### src/shared/pdr_defs.svh
// Offsets, field positions, reset values and timing counts for the sleep/power-up block
`ifndef PDR_DEFS_SVH
`define PDR_DEFS_SVH

// Register byte offsets
`define PDR_CTRL_OFF        8'h00
`define PDR_STATUS_OFF      8'h04
`define PDR_MC_OUT_OFF      8'h08
`define PDR_MC_OE_OFF       8'h0C
`define PDR_SLEW_OFF        8'h10
`define PDR_PIN_IN_OFF      8'h14
`define PDR_SIGNATURE_OFF   8'h18
`define PDR_DEVICE_ID_OFF   8'h1C
`define PDR_PATTERN_BASE    8'h40

// Control fields
`define PDR_CTRL_SLEEP_OPT  0
`define PDR_CTRL_FUSE_PROG  1

// Status fields
`define PDR_ST_ASLEEP       0
`define PDR_ST_POR_BUSY     1
`define PDR_ST_SECURED      2
`define PDR_ST_PIN_A        3
`define PDR_ST_PIN_B        4

// Macrocells tied to the two sleep request pins
`define PDR_MC_PIN_A        0
`define PDR_MC_PIN_B        1

// Reset values
`define PDR_OUT_POLARITY    16'h0000
`define PDR_SIGNATURE_RST   32'h0000_0000
// Arbitrary neutral identification value
`define PDR_DEVICE_ID       32'h0000_1234

// Power-up reset delay, time in ns and clock period
`define PDR_CLK_PERIOD_NS   100
`define PDR_T_D_NS          2000
`define PDR_T_D_CYCLES      ((`PDR_T_D_NS + `PDR_CLK_PERIOD_NS - 1) / `PDR_CLK_PERIOD_NS)

`endif

### src/shared/pdr_pkg.sv
// Types shared by the sleep/power-up block
package pdr_pkg;

   typedef enum logic [1:0]
   {
      PDR_BUS_IDLE,
      PDR_BUS_ACCESS,
      PDR_BUS_RESP
   } pdr_bus_state_t;

   typedef struct packed
   {
      logic [7:0] addr;
      logic       write;
   } pdr_bus_cmd_t;

   typedef struct packed
   {
      logic       pin_b;
      logic       pin_a;
      logic       secured;
      logic       por_busy;
      logic       asleep;
   } pdr_status_t;

endpackage : pdr_pkg

### src/design/pdr_sync.sv
// Two flip-flop synchroniser for pin inputs
module pdr_sync #(
   parameter int W = 16
) (
   // Clock and reset
   input  wire logic         clk_i,
   input  wire logic         reset_i,
   // Data
   input  wire logic [W-1:0] d_i,
   output logic      [W-1:0] q_o
);
   logic [W-1:0] meta_ff;
   logic [W-1:0] q_ff;

   always_ff @(posedge clk_i or posedge reset_i)
   begin
      if (reset_i)
      begin
         meta_ff <= '0;
         q_ff    <= '0;
      end
      else
      begin
         meta_ff <= d_i;
         q_ff    <= meta_ff;
      end
   end

   assign q_o = q_ff;
endmodule : pdr_sync

### src/design/pdr_pattern_mem.sv
// Configuration pattern store, 16 words, registered read
module pdr_pattern_mem (
   // Clock and reset
   input  wire logic        clk_i,
   input  wire logic        reset_i,
   // Write port
   input  wire logic        we_i,
   input  wire logic [3:0]  waddr_i,
   input  wire logic [31:0] wdata_i,
   // Read port
   input  wire logic [3:0]  raddr_i,
   output logic      [31:0] rdata_o
);
   logic [31:0] mem [16];
   logic [31:0] rdata_ff;

   always_ff @(posedge clk_i)
   begin
      if (we_i)
      begin
         mem[waddr_i] <= wdata_i;
      end
   end

   always_ff @(posedge clk_i or posedge reset_i)
   begin
      if (reset_i)
      begin
         rdata_ff <= 32'h0000_0000;
      end
      else
      begin
         rdata_ff <= mem[raddr_i];
      end
   end

   assign rdata_o = rdata_ff;
endmodule : pdr_pattern_mem

### src/design/pdr_top.sv
// Pin-controlled sleep, power-up init, slew and pattern security, AHB-Lite slave
//
// Functional notes
// Sleep works only when option bit set
// Either sleep pin high enters sleep
// Sleep holds internal logic and enabled outputs
// Pin changes ignored until sleep pins low
// Sleep pins not logic inputs or outputs
// Sleep pin macrocells stay usable internally
// Outputs slow by default, fast per bit
// Power-up initializes registers, outputs by polarity
// Host meets setup before first clock high
// Host keeps clock still during reset delay; here the delay is counted in clock cycles and the bench clock keeps running
// Secured fuse blocks pattern read-back
// Signature and device id stay readable
// Wake resumes held state without reinit
`include "pdr_defs.svh"

module pdr_top (
   // Clock and reset
   input  wire logic        clk_i,
   input  wire logic        reset_i,
   // AHB-Lite slave
   input  wire logic        hsel_i,
   input  wire logic [31:0] haddr_i,
   input  wire logic [1:0]  htrans_i,
   input  wire logic        hwrite_i,
   input  wire logic [2:0]  hsize_i,
   input  wire logic [31:0] hwdata_i,
   input  wire logic        hready_i,
   output logic      [31:0] hrdata_o,
   output logic             hreadyout_o,
   output logic             hresp_o,
   // Sleep request pins, shared with macrocells 0 and 1
   input  wire logic        sleep_request_pin_a_i,
   output logic             sleep_request_pin_a_o,
   output logic             sleep_request_pin_a_oe_o,
   input  wire logic        sleep_request_pin_b_i,
   output logic             sleep_request_pin_b_o,
   output logic             sleep_request_pin_b_oe_o,
   // Ordinary I/O pins, macrocells 2 to 15
   input  wire logic [13:0] io_i,
   output logic      [13:0] io_o,
   output logic      [13:0] io_oe_o,
   // Per-output edge rate, 1 = fast
   output logic      [15:0] slew_fast_o,
   // Sleep state
   output pdr_pkg::pdr_status_t status_o
);
   import pdr_pkg::*;

   localparam int unsigned TD_CYCLES = `PDR_T_D_CYCLES;

   function automatic logic pdr_in_pattern(input logic [7:0] a);
      pdr_in_pattern = (a[7:6] == 2'b01);
   endfunction : pdr_in_pattern

   // Synchronised pins
   logic [15:0]    pins_raw;
   logic [15:0]    pins_s;
   assign pins_raw = {io_i, sleep_request_pin_b_i, sleep_request_pin_a_i};

   pdr_sync #(.W(16)) u_sync (
      .clk_i   (clk_i),
      .reset_i (reset_i),
      .d_i     (pins_raw),
      .q_o     (pins_s)
   );

   // State
   pdr_bus_state_t bus_st_ff, nxt_bus_st;
   pdr_bus_cmd_t   cmd_ff, nxt_cmd;
   logic [31:0]    hrdata_ff, nxt_hrdata;
   logic           hreadyout_ff, nxt_hreadyout;
   logic           sleep_opt_ff, nxt_sleep_opt;
   logic           fuse_ff, nxt_fuse;
   logic           asleep_ff, nxt_asleep;
   logic [7:0]     por_cnt_ff, nxt_por_cnt;
   logic [15:0]    mc_out_ff, nxt_mc_out;
   logic [15:0]    mc_oe_ff, nxt_mc_oe;
   logic [15:0]    slew_ff, nxt_slew;
   logic [15:0]    pin_in_ff, nxt_pin_in;
   logic [31:0]    signature_ff, nxt_signature;
   logic [15:0]    pin_lvl_ff, nxt_pin_lvl;
   logic [15:0]    pin_oe_ff, nxt_pin_oe;
   pdr_status_t    status_ff, nxt_status;

   // Pattern memory hookup
   logic           mem_we;
   logic [31:0]    mem_rdata;

   pdr_pattern_mem u_mem (
      .clk_i   (clk_i),
      .reset_i (reset_i),
      .we_i    (mem_we),
      .waddr_i (cmd_ff.addr[5:2]),
      .wdata_i (hwdata_i),
      .raddr_i (cmd_ff.addr[5:2]),
      .rdata_o (mem_rdata)
   );

   logic        por_busy;
   logic        frozen;
   logic        wr_now;
   logic [15:0] pd_mask;
   logic [31:0] rd_mux;

   always_comb
   begin
      por_busy = (por_cnt_ff != 8'h00);
      // Hold applies from the cycle sleep is registered until both pins drop or the option bit clears
      frozen   = asleep_ff || por_busy;
      wr_now   = (bus_st_ff == PDR_BUS_ACCESS) && cmd_ff.write;
      mem_we   = wr_now && pdr_in_pattern(cmd_ff.addr);
      pd_mask  = 16'h0000;
      if (sleep_opt_ff)
      begin
         pd_mask[`PDR_MC_PIN_A] = 1'b1;
         pd_mask[`PDR_MC_PIN_B] = 1'b1;
      end

      rd_mux = 32'h0000_0000;
      if (pdr_in_pattern(cmd_ff.addr))
      begin
         rd_mux = fuse_ff ? 32'h0000_0000 : mem_rdata;
      end
      else
      begin
         unique case (cmd_ff.addr)
            `PDR_CTRL_OFF:      rd_mux = {{30{1'b0}}, fuse_ff, sleep_opt_ff};
            `PDR_STATUS_OFF:    rd_mux = {{27{1'b0}}, status_ff};
            `PDR_MC_OUT_OFF:    rd_mux = {16'h0000, mc_out_ff};
            `PDR_MC_OE_OFF:     rd_mux = {16'h0000, mc_oe_ff};
            `PDR_SLEW_OFF:      rd_mux = {16'h0000, slew_ff};
            `PDR_PIN_IN_OFF:    rd_mux = {16'h0000, pin_in_ff};
            `PDR_SIGNATURE_OFF: rd_mux = signature_ff;
            `PDR_DEVICE_ID_OFF: rd_mux = `PDR_DEVICE_ID;
            default:            rd_mux = 32'h0000_0000;
         endcase
      end
   end

   always_comb
   begin
      nxt_bus_st    = bus_st_ff;
      nxt_cmd       = cmd_ff;
      nxt_hrdata    = hrdata_ff;
      nxt_hreadyout = hreadyout_ff;
      nxt_sleep_opt = sleep_opt_ff;
      nxt_fuse      = fuse_ff;
      nxt_asleep    = asleep_ff;
      nxt_por_cnt   = por_cnt_ff;
      nxt_mc_out    = mc_out_ff;
      nxt_mc_oe     = mc_oe_ff;
      nxt_slew      = slew_ff;
      nxt_pin_in    = pin_in_ff;
      nxt_signature = signature_ff;
      nxt_pin_lvl   = pin_lvl_ff;
      nxt_pin_oe    = pin_oe_ff;

      // Power-up delay counts down once after reset
      if (por_busy)
      begin
         nxt_por_cnt = por_cnt_ff - 8'h01;
      end

      // Entry on either pin, exit when both are low again or when the option bit is cleared
      if (!sleep_opt_ff)
      begin
         nxt_asleep = 1'b0;
      end
      else if (pins_s[`PDR_MC_PIN_A] || pins_s[`PDR_MC_PIN_B])
      begin
         nxt_asleep = 1'b1;
      end
      else
      begin
         nxt_asleep = 1'b0;
      end

      // Input capture; sleep pins never feed logic when the option is on
      if (!frozen)
      begin
         nxt_pin_in = pins_s & ~pd_mask;
      end

      // Bus slave: two wait cycles, answer always OKAY
      unique case (bus_st_ff)
         PDR_BUS_IDLE:
         begin
            if (hsel_i && htrans_i[1] && hready_i)
            begin
               nxt_cmd.addr  = haddr_i[7:0];
               nxt_cmd.write = hwrite_i;
               nxt_hreadyout = 1'b0;
               nxt_bus_st    = PDR_BUS_ACCESS;
            end
         end
         PDR_BUS_ACCESS:
         begin
            nxt_bus_st = PDR_BUS_RESP;
            if (wr_now)
            begin
               unique case (cmd_ff.addr)
                  `PDR_CTRL_OFF:
                  begin
                     nxt_sleep_opt = hwdata_i[`PDR_CTRL_SLEEP_OPT];
                     // Fuse is one-way; only power-up clears it
                     nxt_fuse      = fuse_ff | hwdata_i[`PDR_CTRL_FUSE_PROG];
                  end
                  `PDR_MC_OUT_OFF:
                  begin
                     if (!frozen)
                     begin
                        nxt_mc_out = hwdata_i[15:0];
                     end
                  end
                  `PDR_MC_OE_OFF:
                  begin
                     if (!frozen)
                     begin
                        nxt_mc_oe = hwdata_i[15:0];
                     end
                  end
                  `PDR_SLEW_OFF:      nxt_slew      = hwdata_i[15:0];
                  `PDR_SIGNATURE_OFF: nxt_signature = hwdata_i;
                  default:            nxt_slew      = slew_ff;
               endcase
            end
         end
         PDR_BUS_RESP:
         begin
            nxt_hrdata    = cmd_ff.write ? 32'h0000_0000 : rd_mux;
            nxt_hreadyout = 1'b1;
            nxt_bus_st    = PDR_BUS_IDLE;
         end
      endcase

      // Pin drivers follow logic unless held
      if (!frozen)
      begin
         nxt_pin_lvl = mc_out_ff ^ `PDR_OUT_POLARITY;
         nxt_pin_oe  = mc_oe_ff & ~pd_mask;
      end
      else if (asleep_ff)
      begin
         nxt_pin_lvl = pin_lvl_ff;
         nxt_pin_oe  = pin_oe_ff;
      end

      nxt_status.asleep   = nxt_asleep;
      nxt_status.por_busy = (nxt_por_cnt != 8'h00);
      nxt_status.secured  = nxt_fuse;
      nxt_status.pin_a    = pins_s[`PDR_MC_PIN_A];
      nxt_status.pin_b    = pins_s[`PDR_MC_PIN_B];
   end

   always_ff @(posedge clk_i or posedge reset_i)
   begin
      if (reset_i)
      begin
         bus_st_ff    <= PDR_BUS_IDLE;
         cmd_ff       <= '0;
         hrdata_ff    <= 32'h0000_0000;
         hreadyout_ff <= 1'b1;
         sleep_opt_ff <= 1'b0;
         fuse_ff      <= 1'b0;
         asleep_ff    <= 1'b0;
         por_cnt_ff   <= 8'(TD_CYCLES);
         mc_out_ff    <= 16'h0000;
         mc_oe_ff     <= 16'h0000;
         slew_ff      <= 16'h0000;
         pin_in_ff    <= 16'h0000;
         signature_ff <= `PDR_SIGNATURE_RST;
         pin_lvl_ff   <= `PDR_OUT_POLARITY;
         pin_oe_ff    <= 16'h0000;
         status_ff    <= '0;
      end
      else
      begin
         bus_st_ff    <= nxt_bus_st;
         cmd_ff       <= nxt_cmd;
         hrdata_ff    <= nxt_hrdata;
         hreadyout_ff <= nxt_hreadyout;
         sleep_opt_ff <= nxt_sleep_opt;
         fuse_ff      <= nxt_fuse;
         asleep_ff    <= nxt_asleep;
         por_cnt_ff   <= nxt_por_cnt;
         mc_out_ff    <= nxt_mc_out;
         mc_oe_ff     <= nxt_mc_oe;
         slew_ff      <= nxt_slew;
         pin_in_ff    <= nxt_pin_in;
         signature_ff <= nxt_signature;
         pin_lvl_ff   <= nxt_pin_lvl;
         pin_oe_ff    <= nxt_pin_oe;
         status_ff    <= nxt_status;
      end
   end

   assign hrdata_o                 = hrdata_ff;
   assign hreadyout_o              = hreadyout_ff;
   assign hresp_o                  = 1'b0;
   assign sleep_request_pin_a_o    = pin_lvl_ff[`PDR_MC_PIN_A];
   assign sleep_request_pin_a_oe_o = pin_oe_ff[`PDR_MC_PIN_A];
   assign sleep_request_pin_b_o    = pin_lvl_ff[`PDR_MC_PIN_B];
   assign sleep_request_pin_b_oe_o = pin_oe_ff[`PDR_MC_PIN_B];
   assign io_o                     = pin_lvl_ff[15:2];
   assign io_oe_o                  = pin_oe_ff[15:2];
   assign slew_fast_o              = slew_ff;
   assign status_o                 = status_ff;
endmodule : pdr_top

### config.mk
export PLATFORM = sky130hd
export DESIGN_NAME = pdr_top
export DESIGN_NICKNAME = d
export VERILOG_FILES = /design/src/shared/pdr_pkg.sv /design/src/design/pdr_sync.sv /design/src/design/pdr_pattern_mem.sv /design/src/design/pdr_top.sv
export VERILOG_INCLUDE_DIRS = /design/src /design/src/shared
export SDC_FILE = /design/constraint.sdc
export NUM_CORES = 1
export LEC_CHECK = 0
export BUFFER_PORTS_ARGS = -buffer_cell sky130_fd_sc_hd__buf_2
export CORE_MARGIN = 5
export CORE_UTILIZATION = 30
export DETAILED_ROUTE_END_ITERATION = 7
export PLACE_DENSITY = 0.45
export SYNTH_ARGS = -nofsm -noshare
export SYNTH_HDL_FRONTEND = slang
export SYNTH_SLANG_ARGS = --single-unit
export TNS_END_PERCENT = 100
### constraint.sdc
create_clock -name clk_i -period 9.2 [get_ports clk_i]
set_input_delay 0.46 -clock clk_i [delete_from_list [all_inputs] [get_ports clk_i]]
set_output_delay 0.46 -clock clk_i [all_outputs]
set_load 0.1 [all_outputs]
# == Word level (Yosys, flattened, before mapping) ==
# Memory sizes are Yosys's and may differ from the RTL's. A register that Yosys moved wholly into a read port is not among the register bits.
# Index checks and enable logic that the tools add are counted.
# classes
addsub,1
eq_ne,11
muxes,14
bitwise,5
reduce_logical,18
# ops
cell,n
one-hot mux 32 bit (8 select lines),1
two-way mux 32 bit,3
bitwise AND 16 bit,2
equality test 8 x 5 -> 1 bit (second input constant),4
equality test 8 x 4 -> 1 bit (second input constant),2
NOT 2 -> 16 bit,1
nonzero test 8 bit,2
AND reduction 3 bit,3
equality test 8 x 3 -> 1 bit (second input constant),1
zero test 8 bit,1
two-way mux 8 bit,1
AND reduction 4 bit,2
subtractor 8 x 1 -> 8 bit (second input constant),1
one-hot mux 2 bit (3 select lines),1
two-way mux 1 bit,5
equality test 2 x 1 -> 1 bit (second input constant),2
logical AND 1 bit,4
two-way mux 2 bit,2
AND reduction 2 bit,2
equality test 2 bit (second input constant),1
zero test 2 bit,1
logical OR 1 bit,2
!= test 2 bit (second input constant),1
one-hot mux 1 bit (2 select lines),1
3 further kinds,3
# totals
reg_bits,218
ramBits,512
in_bits,90
output_inout_bits,87
word_cells,71
memories,1
# memory_table
name,depth,word_bits,rd,rd_clocked_by_memory_dff,write_ports,line,source
u_mem.mem,16,32,1,1,1,pdr_pattern_mem.sv:14,logic [31:0] mem [16];

# == Depth between registers and ports, before layout ==
# depth
depth_word,5
ltp_mapped,9
depth_no_buf,7

# == Modules after synthesis ==
# A second synthesis with hierarchy kept.
# hier_totals
hier_cells,1522
area_unflattened_um2,29276.8
# by_module_without_submodules
module,n_inst,cells_per_inst,area_per_inst_um2,seq_area_each_um2
pdr_pattern_mem,1,839,19999.2,16175.5
pdr_top,1,650,8473.1,4658.2
pdr_sync,1,33,804.5,800.8

# == Least setup slack after synthesis ==
# Ideal clock, no wire load.
# synth_path
kind,reg2reg
from,register cmd_ff[5] in the netlist's numbering
to,memory u_mem.mem[11][0] (enable)
setup_time_ps,421
t_arrival_ps,2806
required_ps,8779
path_slack_ps,5973
path_stages_with_launch,6
path_buffers,2
synth_period_minus_slack_ps,3227
path_cell_list,dfrtp_1 > clkbuf_1 > inv_2 > buf_1 > nand2_1 > nor2_1
# synth_rtl
item,line,source
from (decl),pdr_top.sv:72,"pdr_bus_cmd_t cmd_ff, nxt_cmd;"
from (signal assigned),pdr_top.sv:282,cmd_ff <= nxt_cmd;
to (decl),pdr_pattern_mem.sv:14,
# No word-level cell before the write port.

# == Final worst setup path ==
# layout_path
from,register cmd_ff[3] in the netlist's numbering
to,memory u_mem.mem[5][20] (enable)
# No word-level cell before the write port.

==> impl_metrics.toml <==
[layout]
synthToLayoutAreaGrowth_pct = 18.1
seqCellArea_sq_um = 21600
layout-drive-gt1-share_pct = 36.6
final_cells = 3026
fillers = 9071
multi_input_area_sq_um = 7180
fin_nets = 1774

[synthesis]
synth_top_area_share_pct = 52.7
yosysUniqueCellTypes = 57
syn_avg_cell_area_sq_um = 19.8
ys_seq_area_share_pct = 74.1
synthesis.area_sq_um = 29200
synth_flop_cell = "edfxtp_1"
synth_edf_count = 512
synthCells = 1472
synth.most_common_cell = "edfxtp_1"
synth_fp_nets = 1568
synth_top_cell_by_area = "edfxtp_1"
async_reset_ff_share_pct = 32.8
synth_commonest_cells = "edfxtp_1, dfrtp_1, mux4_2, mux2_2, inv_1"
synth.ff_latch_count = 762
ys_warn_count = 0
ys_top_cells_by_area = "edfxtp_1, dfrtp_1, mux4_2"

[floorplan]
core-area_sq_um = 96600
start_util_pct = 30.2
die_height_um = 322
die_w_um = 322
dieArea_sq_um = 104000
io_pins = 177
row_count = 114

[global_route]
overflow = 0
grt_max_degree = 116
grt_use_met2_pct = 22.7
grt.total_usage_pct = 14.4
antenna_found_initial = 5
grt_pass1_vias = 15804
grt_use_met1_pct = 20.9
grt_pass1_wl_mm = 111
met3_usage_pct = 2.71
grt_busiest_layer = "met2"

[sta]
finalClockSkew_ps = 23.3
setup_viol = 0
slew_headroom_pct = 28.9
slew_viol_final = 0
final_hold_viol_count = 0
setup_tns_ps = 0
period_share_pct = 41.6
rsz0062_at_grt = "no"
max_freq_mhz = 261
worst_pin_slew_ps = 1070
finalCriticalPeriod_ps = 3830

[route]
ant_nets = 0
drcViolationCount = 0
finalWirelength_mm = 75.1
vias = 14693
drt_pass1_iterations = 5
wl_per_cell_um = 24.8
initialDrtViolationCount = 959
viasPerCell = 4.86

[clock_network]
cts_root_buffer = "clkbuf_16"
insertion_delay_ps = 620
hold_buffers = 16
cts.htree.levels = 3
clock_path_buffers = 3
cts_sinks = 762
cts_setup_buffers = 0
cts-resized-gates = 0
cts_buffers = 85
path_clk_slew_ps = 60
cts_tree = "done"

[setup_path]
endpoint = "u_mem.mem[5][20]"
r2r_cells = 5
r2r_end = "u_mem.mem[5][20]"
worst_path_max_delay_cell = "dfrtp_4"
crit_arrival_ps = 4080
crit_chain = "buf_4 -> nor2b_1 -> nand2_1 -> nor2_4 -> buf_4"
endpoint_kind = "register"
crit_top_cell = "buf_4"
max_stage_delay_ps = 940
required_ps = 9450
cp_num_cells = 5
critPathLaunch = "cmd_ff[3]"
crit_buf_inv = 2
path_max_fanout = 43
r2r-start = "cmd_ff[3]"
crit_family = "buffers and inverters"
critPathLaunchType = "register"
rrSetupSlack_ps = 5370
crit_type = "register to register"

[power]
ir_drop_v = 0.000174
leakage_nw = 12.1
p_per_area_nw_per_um2 = 316

[job]
drv_cap = 0

[run_status]
status = "complete, no violations"

[place]
dp_hpwl_mm = 40.3
io_buffers = 147
routabilityCongestion = 0.711
placed_cells = 2851

[worst_hold_path]
hold_class = "input port to asynchronous set/reset pin"
## flip-flops by register name, indices dropped and copies added, names as in the netlist, 32 cells and up
register       cells
hrdata_o          32
u_mem.rdata_o     32
signature_ff      32
u_mem.mem        512
## report_power, final
group	leakage, nW	switching [mW]	internal [mW]	total, mW
Combinational	3.08	2.09	1.14	3.23
Sequential	7.67	0.327	4.04	4.37
Clock	1.34	1.34	1.94	3.29
## per-layer routing
layer / routed length, um / part of all wire (%)
met1: 35100 / 47
met2: 35200 / 47
met3: 3480 / 4.6
met4: 1250 / 1.7
met5: 0 / 0
## kinds of logic (layout without fill, tap and decap cells)
logic type	Yosys count	count (layout)	synth area share, %
adders and majority gates	6	6	0.257
xor gates and xnor gates	4	4	0.120
muxes	312	312	18.2
other	1	4	0.0128
AOI/OAI and AO/OA	135	135	3.03
DFF	762	762	74.1
and+or+nand+nor	131	131	2.48
buffers and inverters	121	396	1.76
## cells in the final DEF (no fill, tap or decap), types with 16 or more instances in the layout
cell,n
edfxtp_1,512
dfrtp_1,244
mux4_2,162
buf_2,147
mux2_2,135
clkbuf_16,87
inv_1,41
buf_4,33
a22oi_1,29
o21ai_0,28
a21oi_1,25
o22ai_1,24
clkbuf_1,23
nand2_1,21
nor2_1,21
nor2_4,17
dlygate4sd3_1,16
## worst register-to-register path, cell delays in order (launching register included)
cell and delay, ps:
dfrtp_4 940, buf_4 820, nor2b_1 380, nand2_1 300, nor2_4 500, buf_4 510
## area by class of cell
class                   instances  share of cell area (%)
flip-flops and latches        762                    62.8
multi-input cells             589                    20.8
clock buffers                 125                    7.17
well taps                    1276                    4.63
repair buffers                196                    3.32
clock inverters                31                   0.744
inverters                      44                   0.501
diodes                          3                  0.0218
## stage by stage
step           setup WS (ps)  hold slack (ps)  area, sq um  total power, mW  utilization, %
3_3_place_gp            5190              334        31600             7.70            32.7
3_5_place_dp            5200              336        31600             7.71            32.7
6_report                5370             2.80        34500             10.9            35.7
2_1_floorplan           1870              331        29200             6.85               -
4_1_cts                 5190             42.5        34500             11.1            35.7
5_1_grt                 4990             53.8        34500             11.4            35.7
## worst min path at each step
stage / from / to / slack (ps)
global route: haddr_i[6] / cmd_ff[7] / 50
detailed placement: u_sync.meta_ff[7] / u_sync.q_o[7] / 340
finish: reset_i / u_sync.meta_ff[2] / 3
floorplan: u_sync.meta_ff[0] / u_sync.q_o[0] / 330
global placement: u_sync.meta_ff[13] / u_sync.q_o[13] / 330
CTS: haddr_i[2] / cmd_ff[3] / 40
No activity file was read; power rests on OpenSTA's default activity.
